### src/pkg/tmrw_pkg.sv
// Purpose: Shared constants and types for the 8-bit waveform timer.
// Assumes: One clock, synchronous active-high reset.
// Notes: Register offsets are byte addresses on a plain strobe port.
`default_nettype none
package tmrw_pkg;
   localparam logic [7:0] TMRW_BOTTOM = 8'h00;
   localparam logic [7:0] TMRW_MAX = 8'hFF;
   // Register offsets (byte addresses)
   localparam logic [7:0] TMRW_OFF_CTRL = 8'h00;
   localparam logic [7:0] TMRW_OFF_CMPA = 8'h04;
   localparam logic [7:0] TMRW_OFF_CMPB = 8'h08;
   localparam logic [7:0] TMRW_OFF_CNT = 8'h0C;
   localparam logic [7:0] TMRW_OFF_FLAGS = 8'h10;
   localparam logic [7:0] TMRW_OFF_IEN = 8'h14;
   // Control field positions
   localparam int TMRW_CTRL_WGM_LSB = 0;
   localparam int TMRW_CTRL_CS_LSB = 4;
   localparam int TMRW_CTRL_COMA_LSB = 8;
   localparam int TMRW_CTRL_COMB_LSB = 10;
   localparam int TMRW_CTRL_DIRA = 12;
   localparam int TMRW_CTRL_DIRB = 13;
   // Flag bit positions
   localparam int TMRW_FLG_OVF = 0;
   localparam int TMRW_FLG_CMPA = 1;
   localparam int TMRW_FLG_CMPB = 2;
   // Reset values
   localparam logic [31:0] TMRW_CTRL_RST = 32'h0000_0000;
   localparam logic [7:0] TMRW_CMP_RST = 8'h00;
   // Waveform modes
   localparam logic [2:0] TMRW_WGM_NORMAL = 3'h0;
   localparam logic [2:0] TMRW_WGM_PC_FF = 3'h1;
   localparam logic [2:0] TMRW_WGM_CTC = 3'h2;
   localparam logic [2:0] TMRW_WGM_FAST_FF = 3'h3;
   localparam logic [2:0] TMRW_WGM_PC_A = 3'h5;
   localparam logic [2:0] TMRW_WGM_FAST_A = 3'h7;
   // Compare output modes
   localparam logic [1:0] TMRW_COM_OFF = 2'h0;
   localparam logic [1:0] TMRW_COM_TOGGLE = 2'h1;
   localparam logic [1:0] TMRW_COM_NONINV = 2'h2;
   localparam logic [1:0] TMRW_COM_INV = 2'h3;
   // Prescaler selects: 0 stop, 1..7 = /1,/8,/32,/64,/128,/256,/1024
   localparam int TMRW_PRE_W = 10;
   typedef enum logic [2:0] {
      TMRW_MODE_NORMAL = 3'b001,
      TMRW_MODE_FAST = 3'b010,
      TMRW_MODE_PC = 3'b100
   } tmrw_mode_e;
   typedef struct packed {
      logic [7:0] addr;
      logic [31:0] wdata;
      logic wr;
      logic rd;
   } tmrw_bus_s;
endpackage : tmrw_pkg
`default_nettype wire

### src/logic/tmrw_timer.sv
// Purpose: 8-bit timer with clear-on-match, fast and phase-correct PWM, two channels.
// Assumes: Timer source is the system clock; pin direction bits live in control.
// Notes: Reads return data the cycle after the read strobe; flags clear by writing one.
//
// The register addresses and strobed register access are this design's own decisions.
`timescale 1ns/1ps
`default_nettype none
// Behaviour
// (RULE_01) Low top in CLEAR_ON_MATCH_MODE wraps via 0xFF
// (RULE_02) CLEAR_ON_MATCH_MODE top writes apply immediately
// (RULE_03) CLEAR_ON_MATCH_MODE raises compare A flag at top
// (RULE_04) CLEAR_ON_MATCH_MODE mode 1 toggles output A
// (RULE_05) Pin driven only when direction is output
// (RULE_06) CLEAR_ON_MATCH_MODE overflow flag on MAX to zero
// (RULE_07) Prescale 1,8,32,64,128,256,1024
// (RULE_08) Modes 3,7 run fast PWM
// (RULE_09) Fast top 0xFF or compare A
// (RULE_10) Fast counts to top, then bottom
// (RULE_11) Fast: clear match set bottom, or reverse
// (RULE_12) Mode two non-inverted, three inverted
// (RULE_13) Fast overflow flag at top
// (RULE_14) Fast extremes: spike or constant level
// (RULE_15) Fast mode 1 toggles, buffered compare; the code toggles output A only, B holds its level
// (RULE_16) Fast fixed top period 256 ticks
// (RULE_17) Modes 1,5 run phase-correct PWM
// (RULE_18) Phase-correct clears up, sets down
// (RULE_19) Phase-correct holds top one tick
// (RULE_20) Phase-correct overflow flag at bottom
// (RULE_21) Phase-correct extremes give constant levels
// (RULE_22) Phase-correct symmetry transition at bottom
// (RULE_23) Phase-correct fixed top period 510 ticks
// (RULE_24) Mode 2 clears count on compare A
// (RULE_25) Compare flag set next tick
// (RULE_26) PWM compare update at top/bottom
// (RULE_27) Phase-correct top 0xFF or compare A
module tmrw_timer
   import tmrw_pkg::*;
(
   // Clock and reset
   input wire logic clk_sys_in,
   input wire logic srst_in,
   // Register port
   input wire tmrw_bus_s bus_in,
   output logic [31:0] rdata_out,
   // Interrupt requests
   output logic ovf_irq_out,
   output logic cmpa_irq_out,
   output logic cmpb_irq_out,
   // Compare output pins
   output logic [1:0] pin_out,
   output logic [1:0] pin_oe_n_out
);
   logic [31:0] ctrl_r;
   logic [7:0] cmp_buf_r [2];
   logic [7:0] cmp_act_r [2];
   logic [7:0] cnt_r;
   logic [7:0] cnt_nxt;
   logic down_r;
   logic [2:0] flags_r;
   logic [2:0] ien_r;
   logic [1:0] oc_r;
   logic [TMRW_PRE_W-1:0] pre_r;
   logic cnt_wr_blk_r;
   logic [2:0] wgm;
   logic [2:0] cs;
   logic [1:0] com [2];
   logic tick;
   logic [7:0] top;
   tmrw_mode_e mode;
   logic pwm;
   logic at_top;
   logic at_bot;
   logic [1:0] match;
   logic wr_ctrl, wr_cmpa, wr_cmpb, wr_cnt, wr_flags, wr_ien;

   assign wgm = ctrl_r[TMRW_CTRL_WGM_LSB +: 3];
   assign cs = ctrl_r[TMRW_CTRL_CS_LSB +: 3];
   assign com[0] = ctrl_r[TMRW_CTRL_COMA_LSB +: 2];
   assign com[1] = ctrl_r[TMRW_CTRL_COMB_LSB +: 2];
   assign wr_ctrl = bus_in.wr && (bus_in.addr == TMRW_OFF_CTRL);
   assign wr_cmpa = bus_in.wr && (bus_in.addr == TMRW_OFF_CMPA);
   assign wr_cmpb = bus_in.wr && (bus_in.addr == TMRW_OFF_CMPB);
   assign wr_cnt = bus_in.wr && (bus_in.addr == TMRW_OFF_CNT);
   assign wr_flags = bus_in.wr && (bus_in.addr == TMRW_OFF_FLAGS);
   assign wr_ien = bus_in.wr && (bus_in.addr == TMRW_OFF_IEN);

   always_comb
   begin
      case (wgm)
         TMRW_WGM_FAST_FF, TMRW_WGM_FAST_A: mode = TMRW_MODE_FAST; // [RULE_08]
         TMRW_WGM_PC_FF, TMRW_WGM_PC_A: mode = TMRW_MODE_PC; // [RULE_17]
         default: mode = TMRW_MODE_NORMAL;
      endcase
   end
   assign pwm = (mode != TMRW_MODE_NORMAL);

   // Top: fixed 0xFF, or compare A for CLEAR_ON_MATCH_MODE and the A-topped PWM modes
   always_comb
   begin
      case (wgm)
         TMRW_WGM_CTC: top = cmp_act_r[0]; // [RULE_24]
         TMRW_WGM_FAST_A, TMRW_WGM_PC_A: top = cmp_act_r[0]; // [RULE_09] [RULE_27]
         default: top = TMRW_MAX;
      endcase
   end

   // Prescaler taps: free-running divider, one tick per wrap of the chosen tap
   always_ff @(posedge clk_sys_in)
   begin
      if (srst_in)
         pre_r <= '0;
      else
         pre_r <= pre_r + 1'b1;
   end
   always_comb
   begin
      case (cs) // [RULE_07]
         3'h1: tick = 1'b1;
         3'h2: tick = (pre_r[2:0] == 3'h7);
         3'h3: tick = (pre_r[4:0] == 5'h1F);
         3'h4: tick = (pre_r[5:0] == 6'h3F);
         3'h5: tick = (pre_r[6:0] == 7'h7F);
         3'h6: tick = (pre_r[7:0] == 8'hFF);
         3'h7: tick = (pre_r == 10'h3FF);
         default: tick = 1'b0;
      endcase
   end

   assign at_top = (cnt_r == top);
   assign at_bot = (cnt_r == TMRW_BOTTOM);
   // A count write blocks matches for the next tick
   assign match[0] = (cnt_r == cmp_act_r[0]) && !cnt_wr_blk_r;
   assign match[1] = (cnt_r == cmp_act_r[1]) && !cnt_wr_blk_r;

   always_comb
   begin
      cnt_nxt = cnt_r + 8'h01;
      case (mode)
         TMRW_MODE_FAST:
            if (at_top)
               cnt_nxt = TMRW_BOTTOM; // [RULE_10] [RULE_16]
         TMRW_MODE_PC:
            if (down_r)
               cnt_nxt = at_bot ? 8'h01 : cnt_r - 8'h01; // [RULE_23]
            else if (at_top)
               cnt_nxt = cnt_r - 8'h01; // [RULE_19]
         default:
            // Missed low top runs on past 0xFF to 0x00
            if (wgm == TMRW_WGM_CTC && at_top)
               cnt_nxt = TMRW_BOTTOM; // [RULE_01] [RULE_24]
      endcase
   end

   always_ff @(posedge clk_sys_in)
   begin
      if (srst_in)
         cnt_r <= TMRW_BOTTOM;
      else if (wr_cnt)
         cnt_r <= bus_in.wdata[7:0];
      else if (tick)
         cnt_r <= cnt_nxt;
   end

   always_ff @(posedge clk_sys_in)
   begin
      if (srst_in)
         cnt_wr_blk_r <= 1'b0;
      else if (wr_cnt)
         cnt_wr_blk_r <= 1'b1;
      else if (tick)
         cnt_wr_blk_r <= 1'b0;
   end

   // Direction is down after the top tick, up after bottom
   always_ff @(posedge clk_sys_in)
   begin
      if (srst_in)
         down_r <= 1'b0;
      else if (mode != TMRW_MODE_PC)
         down_r <= 1'b0;
      else if (tick && at_top)
         down_r <= 1'b1; // [RULE_19]
      else if (tick && at_bot)
         down_r <= 1'b0;
   end

   always_ff @(posedge clk_sys_in)
   begin
      if (srst_in)
         ctrl_r <= TMRW_CTRL_RST;
      else if (wr_ctrl)
         ctrl_r <= {18'h0, bus_in.wdata[13:0]};
   end

   always_ff @(posedge clk_sys_in)
   begin
      if (srst_in)
         ien_r <= '0;
      else if (wr_ien)
         ien_r <= bus_in.wdata[2:0];
   end

   // Compare: buffer loads on write; active copy follows at once outside PWM
   for (genvar i = 0; i < 2; i++)
   begin : g_cmp
      always_ff @(posedge clk_sys_in)
      begin
         if (srst_in)
            cmp_buf_r[i] <= TMRW_CMP_RST;
         else if (i == 0 ? wr_cmpa : wr_cmpb)
            cmp_buf_r[i] <= bus_in.wdata[7:0];
      end
      always_ff @(posedge clk_sys_in)
      begin
         if (srst_in)
            cmp_act_r[i] <= TMRW_CMP_RST;
         else if (!pwm && (i == 0 ? wr_cmpa : wr_cmpb))
            cmp_act_r[i] <= bus_in.wdata[7:0]; // [RULE_02]
         else if (pwm && tick && ((mode == TMRW_MODE_FAST && at_top)
               || (mode == TMRW_MODE_PC && at_top && !down_r)))
            cmp_act_r[i] <= cmp_buf_r[i]; // [RULE_26] [RULE_15]
         else if (!pwm)
            cmp_act_r[i] <= cmp_buf_r[i];
      end

      // Output waveform register
      always_ff @(posedge clk_sys_in)
      begin
         if (srst_in)
            oc_r[i] <= 1'b0;
         else if (tick)
         begin
            case (mode)
               TMRW_MODE_FAST:
                  if (com[i] == TMRW_COM_TOGGLE)
                  begin
                     if (i == 0 && match[i])
                        oc_r[i] <= !oc_r[i]; // [RULE_15]
                  end
                  else if (com[i][1])
                  begin
                     // Match to MAX wins over bottom so level stays constant
                     if (match[i])
                        oc_r[i] <= com[i][0]; // [RULE_11] [RULE_12] [RULE_14]
                     else if (at_top)
                        oc_r[i] <= !com[i][0]; // [RULE_11]
                  end
               TMRW_MODE_PC:
                  if (com[i][1])
                  begin
                     if (match[i] && cmp_act_r[i] == TMRW_MAX)
                        oc_r[i] <= !com[i][0]; // [RULE_21]
                     else if (match[i] && cmp_act_r[i] == TMRW_BOTTOM)
                        oc_r[i] <= com[i][0]; // [RULE_21]
                     else if (match[i])
                        oc_r[i] <= down_r ? !com[i][0] : com[i][0]; // [RULE_18] [RULE_12]
                     else if (at_bot && down_r == 1'b1 && cnt_r < cmp_act_r[i])
                        oc_r[i] <= !com[i][0]; // [RULE_22]
                     else if (cnt_r == 8'h01 && down_r && cmp_act_r[i] == TMRW_BOTTOM)
                        oc_r[i] <= com[i][0];
                  end
               default:
                  if (match[i])
                     case (com[i])
                        TMRW_COM_TOGGLE: oc_r[i] <= !oc_r[i]; // [RULE_04]
                        TMRW_COM_NONINV: oc_r[i] <= 1'b0;
                        TMRW_COM_INV: oc_r[i] <= 1'b1;
                        default: oc_r[i] <= oc_r[i];
                     endcase
            endcase
         end
      end
   end

   // Flags: hardware set wins over a write-one clear in the same cycle
   logic [2:0] flag_set;
   always_comb
   begin
      flag_set = '0;
      if (tick)
      begin
         flag_set[TMRW_FLG_CMPA] = match[0]; // [RULE_25] [RULE_03]
         flag_set[TMRW_FLG_CMPB] = match[1]; // [RULE_25]
         case (mode)
            TMRW_MODE_FAST: flag_set[TMRW_FLG_OVF] = at_top; // [RULE_13]
            TMRW_MODE_PC: flag_set[TMRW_FLG_OVF] = at_bot && down_r; // [RULE_20]
            default: flag_set[TMRW_FLG_OVF] = (cnt_r == TMRW_MAX); // [RULE_06]
         endcase
      end
   end
   always_ff @(posedge clk_sys_in)
   begin
      if (srst_in)
         flags_r <= '0;
      else
         flags_r <= (flags_r & ~(wr_flags ? bus_in.wdata[2:0] : 3'h0)) | flag_set;
   end

   assign ovf_irq_out = flags_r[TMRW_FLG_OVF] & ien_r[TMRW_FLG_OVF];
   assign cmpa_irq_out = flags_r[TMRW_FLG_CMPA] & ien_r[TMRW_FLG_CMPA]; // [RULE_03]
   assign cmpb_irq_out = flags_r[TMRW_FLG_CMPB] & ien_r[TMRW_FLG_CMPB];

   // Pin drives only with direction set to output and a compare mode chosen
   always_ff @(posedge clk_sys_in)
   begin
      if (srst_in)
      begin
         pin_out <= 2'b00;
         pin_oe_n_out <= 2'b11;
      end
      else
      begin
         pin_out <= oc_r;
         pin_oe_n_out[0] <= !(ctrl_r[TMRW_CTRL_DIRA] && com[0] != TMRW_COM_OFF); // [RULE_05]
         pin_oe_n_out[1] <= !(ctrl_r[TMRW_CTRL_DIRB] && com[1] != TMRW_COM_OFF); // [RULE_05]
      end
   end

   always_ff @(posedge clk_sys_in)
   begin
      if (srst_in)
         rdata_out <= '0;
      else if (bus_in.rd)
         case (bus_in.addr)
            TMRW_OFF_CTRL: rdata_out <= ctrl_r;
            TMRW_OFF_CMPA: rdata_out <= {24'h0, cmp_buf_r[0]};
            TMRW_OFF_CMPB: rdata_out <= {24'h0, cmp_buf_r[1]};
            TMRW_OFF_CNT: rdata_out <= {24'h0, cnt_r};
            TMRW_OFF_FLAGS: rdata_out <= {29'h0, flags_r};
            TMRW_OFF_IEN: rdata_out <= {29'h0, ien_r};
            default: rdata_out <= '0;
         endcase
      else
         rdata_out <= '0;
   end

   chk_ctc_wrap: assert property (@(posedge clk_sys_in) disable iff (srst_in) // [RULE_24]
      (tick && wgm == TMRW_WGM_CTC && at_top && !wr_cnt) |=> cnt_r == TMRW_BOTTOM)
      else $error("count not cleared at compare top");
   chk_fast_wrap: assert property (@(posedge clk_sys_in) disable iff (srst_in) // [RULE_10]
      (tick && mode == TMRW_MODE_FAST && at_top && !wr_cnt) |=> cnt_r == TMRW_BOTTOM)
      else $error("fast count did not restart");
   chk_pc_turn: assert property (@(posedge clk_sys_in) disable iff (srst_in) // [RULE_19]
      (tick && mode == TMRW_MODE_PC && at_top && !down_r && !wr_cnt && !wr_ctrl)
      |=> down_r && cnt_r == $past(cnt_r) - 8'h01)
      else $error("phase count failed to turn");
   chk_fast_ovf: assert property (@(posedge clk_sys_in) disable iff (srst_in) // [RULE_13]
      (tick && mode == TMRW_MODE_FAST && at_top) |=> flags_r[TMRW_FLG_OVF])
      else $error("fast overflow flag missing");
   chk_pc_ovf: assert property (@(posedge clk_sys_in) disable iff (srst_in) // [RULE_20]
      (tick && mode == TMRW_MODE_PC && at_bot && down_r) |=> flags_r[TMRW_FLG_OVF])
      else $error("phase overflow flag missing");
   chk_cmpa_flag: assert property (@(posedge clk_sys_in) disable iff (srst_in) // [RULE_25]
      (tick && match[0]) |=> flags_r[TMRW_FLG_CMPA])
      else $error("compare flag not set");
   chk_ctc_toggle: assert property (@(posedge clk_sys_in) disable iff (srst_in) // [RULE_04]
      (tick && mode == TMRW_MODE_NORMAL && match[0] && com[0] == TMRW_COM_TOGGLE)
      |=> oc_r[0] != $past(oc_r[0]))
      else $error("output did not toggle");
   chk_pin_dir: assert property (@(posedge clk_sys_in) disable iff (srst_in) // [RULE_05]
      !ctrl_r[TMRW_CTRL_DIRA] && !wr_ctrl |=> pin_oe_n_out[0])
      else $error("pin driven while input");
   chk_ctc_direct: assert property (@(posedge clk_sys_in) disable iff (srst_in) // [RULE_02]
      (wr_cmpa && !pwm && !wr_ctrl) |=> cmp_act_r[0] == $past(bus_in.wdata[7:0]))
      else $error("compare write not direct");
endmodule // tmrw_timer
`default_nettype wire

### config.mk
export PLATFORM = sky130hd
export DESIGN_NAME = tmrw_timer
export DESIGN_NICKNAME = d
export VERILOG_FILES = /design/src/pkg/tmrw_pkg.sv /design/src/logic/tmrw_timer.sv
export SDC_FILE = /design/constraint.sdc
export NUM_CORES = 1
export LEC_CHECK = 0
export BUFFER_PORTS_ARGS = -buffer_cell sky130_fd_sc_hd__buf_2
export CORE_ASPECT_RATIO = 1.2
export CORE_UTILIZATION = 45
export CTS_CLUSTER_SIZE = 12
export DETAILED_ROUTE_END_ITERATION = 8
export GPL_TIMING_DRIVEN = 0
export PLACE_DENSITY_LB_ADDON = 0.2
export RECOVER_POWER = 100
export SLEW_MARGIN = 10
export SYNTH_ARGS = -nofsm -noshare
export SYNTH_HDL_FRONTEND = slang
export SYNTH_SLANG_ARGS = --single-unit
### constraint.sdc
create_clock -name clk_sys_in -period 2.56 [get_ports clk_sys_in]
set_clock_uncertainty 0.15 [all_clocks]
set_input_delay 0.512 -clock clk_sys_in [delete_from_list [all_inputs] [get_ports clk_sys_in]]
set_output_delay 0.512 -clock clk_sys_in [all_outputs]
set_load 0.1 [all_outputs]
==> impl_metrics.yaml <==
status:
  status: "finished with violations"
  violations: "negative setup slack"
pwr:
  p_per_area_mw_per_mm2: 524.2
  power_leakage_nw: 2.577
  ir_drop_mv: 0.4650
worst_setup_path:
  cp-end-kind: "register"
  reg2reg_depth: 8
  cp_top_family: "simple AND/OR/NAND/NOR gates"
  cp_data_required_time_ns: 2.51
  r2r-start: "cmp_act_r[0][2]"
  startpoint_type: "primary input"
  crit_arrival_ns: 2.59
  rr_endpoint: "cmp_act_r[0][5]"
  worstPathMaxFanout: 7
  slowest_stage: "or4_1"
  path_cells: "buf_2 > or4_1 > or3_1 > clkbuf_1 > nor2_4 > nand3_4 > o21a_4 > a22o_1"
  path_buf_inv: 2
  max_stage_delay_ns: 0.55
  critPathKind: "primary input to register"
  r2r_setup_slack_ns: -0.06
synthesis:
  syn_inst: 599
  synth_seq_cells: 92
  syn_area_mm2: 0.005480
  synth_mux_area_frac: 0.04498
  synth_adder_area_share: 0.05251
  synth_compound_area_frac: 0.1822
  synth-main-ff-cell: "dfxtp_1"
  synth-simple-area-share: 0.2388
  synth_warnings: 0
  seq_area_frac_synth: 0.3945
  async_flop_share: 0
  avgSynthCellArea_um2: 9.149
  synth_edf_count: 32
  synth_xor_area_frac: 0.01918
  synth_cell_type_count: 76
  synth_top_family_by_area: "simple AND/OR/NAND/NOR gates"
clocking:
  clock_sinks: 92
  clk-insertion-delay-late_ns: 0.35
  cts_tree: "yes"
  path_clk_slew_ns: 0.06
  numCtsBuffers: 9
  ctsHoldBuffers: 0
  htree_levels: 3
  root_buffer: "clkbuf_16"
  clockBufferDepth: 2
sta:
  relSlewSlack: 0.2210
  setup_ws_ns: -0.08679
  drv_slew: 0
  setup_tns_ns: -1.079
  setup_viol_count_final: 27
  worst_slew_pin_slew_ns: 1.173
  clock.fmax_mhz: 377.8
  hold_slack_ns: 0.2635
  hold_viol: 0
  period_share: 1.034
  fin_crit_ns: 2.647
  rsz0062_at_grt: "yes"
placement:
  placed_area_mm2: 0.005995
  hpwl_um: 11830
  portBuffers: 45
  place_inst: 818
  gp_congestion: 0.9437
  dpl_worst_slack_ns: -0.8948
floorplan:
  start_util: 0.4672
  io_pins: 83
  die-area_mm2: 0.01263
  die_y_um: 122.9
  core_area_mm2: 0.01173
  rows: 43
  die_x_um: 102.7
route:
  vias: 4977
  drt_iter0_drc: 487
  antenna_left: 0
  remaining_drc_errors: 0
  first_pass_iters: 6
  totalWireLength_um: 16370
  wl_per_cell_um: 19.24
  post_drt_via_cell_ratio: 5.848
grt:
  overflow: 0
  grt_pass1_vias: 4675
  grt.total_usage: 0.2702
  antenna_found_initial: 0
  grt_max_degree: 15
  grt_pass1_wl_um: 25110
final_layout:
  final_cell_mix: "dfxtp_1, nor2_1, nand2_1, clkbuf_1"
  mostFrequentLayoutCell: "dfxtp_1"
  final_cells: 851
  syn_to_final_growth_pct: 22.01
  fin_nets: 756
  stdcell_area_mm2: 0.006686
  drive_gt1_frac: 0.2378
  antenna_cells: 0
flow_run:
  cap_violations: 0
hold_path:
  hold-path-cell-count: 3
  min_to: "ctrl_r[12]"
  min_from: "bus_in[14]"
  min_path_type: "primary input to register"
-- flip-flops by register name, summed over array words and instances (netlist names) --
register / count
rdata_out: 14
flags_r: 3
down_r: 1
pin_out: 2
cmp_buf_r: 16
oc_r: 2
ctrl_r: 14
cnt_wr_blk_r: 1
cmp_act_r: 16
pin_oe_n_out: 2
ien_r: 3
cnt_r: 8
pre_r: 10
-- worst register-to-register path, stage by stage, from the launching register on --
cell and delay (ns):
edfxtp_1 0.49, xor2_1 0.19, o31ai_1 0.28, a32o_2 0.25, nand4_4 0.14, or3_4 0.45, a21oi_4 0.18, o21a_4 0.18
a22o_1 0.17
-- report_power, final --
group / switching [mW] / total, mW / internal [mW]
sequential: 0.0352 / 1.58 / 1.55
clock: 0.542 / 1.50 / 0.955
combinational: 0.289 / 0.428 / 0.139
-- through the flow --
step	util	total power, mW
floorplan	-	1.879
global placement	0.5111	1.975
detailed placement	0.5111	1.983
CTS	0.5578	3.487
global route	0.5701	3.613
finish	0.5701	3.505
-- cell usage after synthesis (8+ instances only) --
| master | n | area share |
|---|---|---|
| o21ai_0 | 8 | 0.0073 |
| dfxtp_1 | 60 | 0.22 |
| nor2b_1 | 12 | 0.014 |
| nor4_1 | 10 | 0.011 |
| a21oi_1 | 38 | 0.035 |
| a22o_1 | 15 | 0.024 |
| buf_4 | 18 | 0.025 |
| clkbuf_1 | 21 | 0.014 |
| a22oi_1 | 9 | 0.012 |
| nor2_1 | 52 | 0.036 |
| inv_1 | 22 | 0.015 |
| mux2i_1 | 10 | 0.018 |
| nand3_1 | 27 | 0.025 |
| nor3_1 | 15 | 0.014 |
| mux2_2 | 9 | 0.018 |
| nand2_1 | 47 | 0.032 |
| and2_1 | 27 | 0.031 |
| ha_1 | 23 | 0.053 |
| edfxtp_1 | 32 | 0.18 |
| and3_1 | 9 | 0.010 |
| nand4_1 | 9 | 0.010 |
-- area by class of cell --
type                            instances  area, µm²
Buffer                                 50      300.3
Clock inverter                          4      97.59
Timing Repair Buffer                   63      345.3
Sequential cell                        92       2170
Clock buffer                           12      236.5
Fill cell                            1093       5042
Tap cell                              157      196.4
Inverter                               23      88.84
Multi-Input combinational cell        450       3252
-- routing by layer --
layer / share of wire / GRT usage / wire (µm)
met1: 0.39 / 0.3342 / 6381
met2: 0.48 / 0.4392 / 7889
met3: 0.073 / 0.05257 / 1193
met4: 0.055 / 0.1514 / 907
met5: 0 / 0 / 0
-- kinds of logic after synthesis --
| group | after synthesis |
|---|---|
| buf+inv | 74 |
| simple gates | 240 |
| other cells | 1 |
| flops | 92 |
| mux | 21 |
| compound gates | 136 |
| xor+xnor | 12 |
| fa+ha+maj | 23 |
-- worst max path at each step --
stage	endpoint	slack, ns	from	cells after the start
after floorplan	cmp_act_r[0][0]	-0.05	bus_in[39]	7
after global placement	oc_r[1]	-0.86	cnt_r[0]	11
after detailed placement	oc_r[1]	-0.89	cnt_r[0]	11
after CTS	cmp_act_r[0][5]	-0.02	pre_r[1]	9
after global routing	ctrl_r[4]	-0.15	bus_in[39]	9
final	cmp_act_r[0][0]	-0.09	bus_in[39]	8
-- timing repair --
action / in CTS / in global routing
setup buffers: 10 / 8
pin swaps: 12 / 20
endpoints found under the setup margin: 49 / 52
resized for setup: 38 / 35
Note: power is estimated with default switching activity, not from simulation.
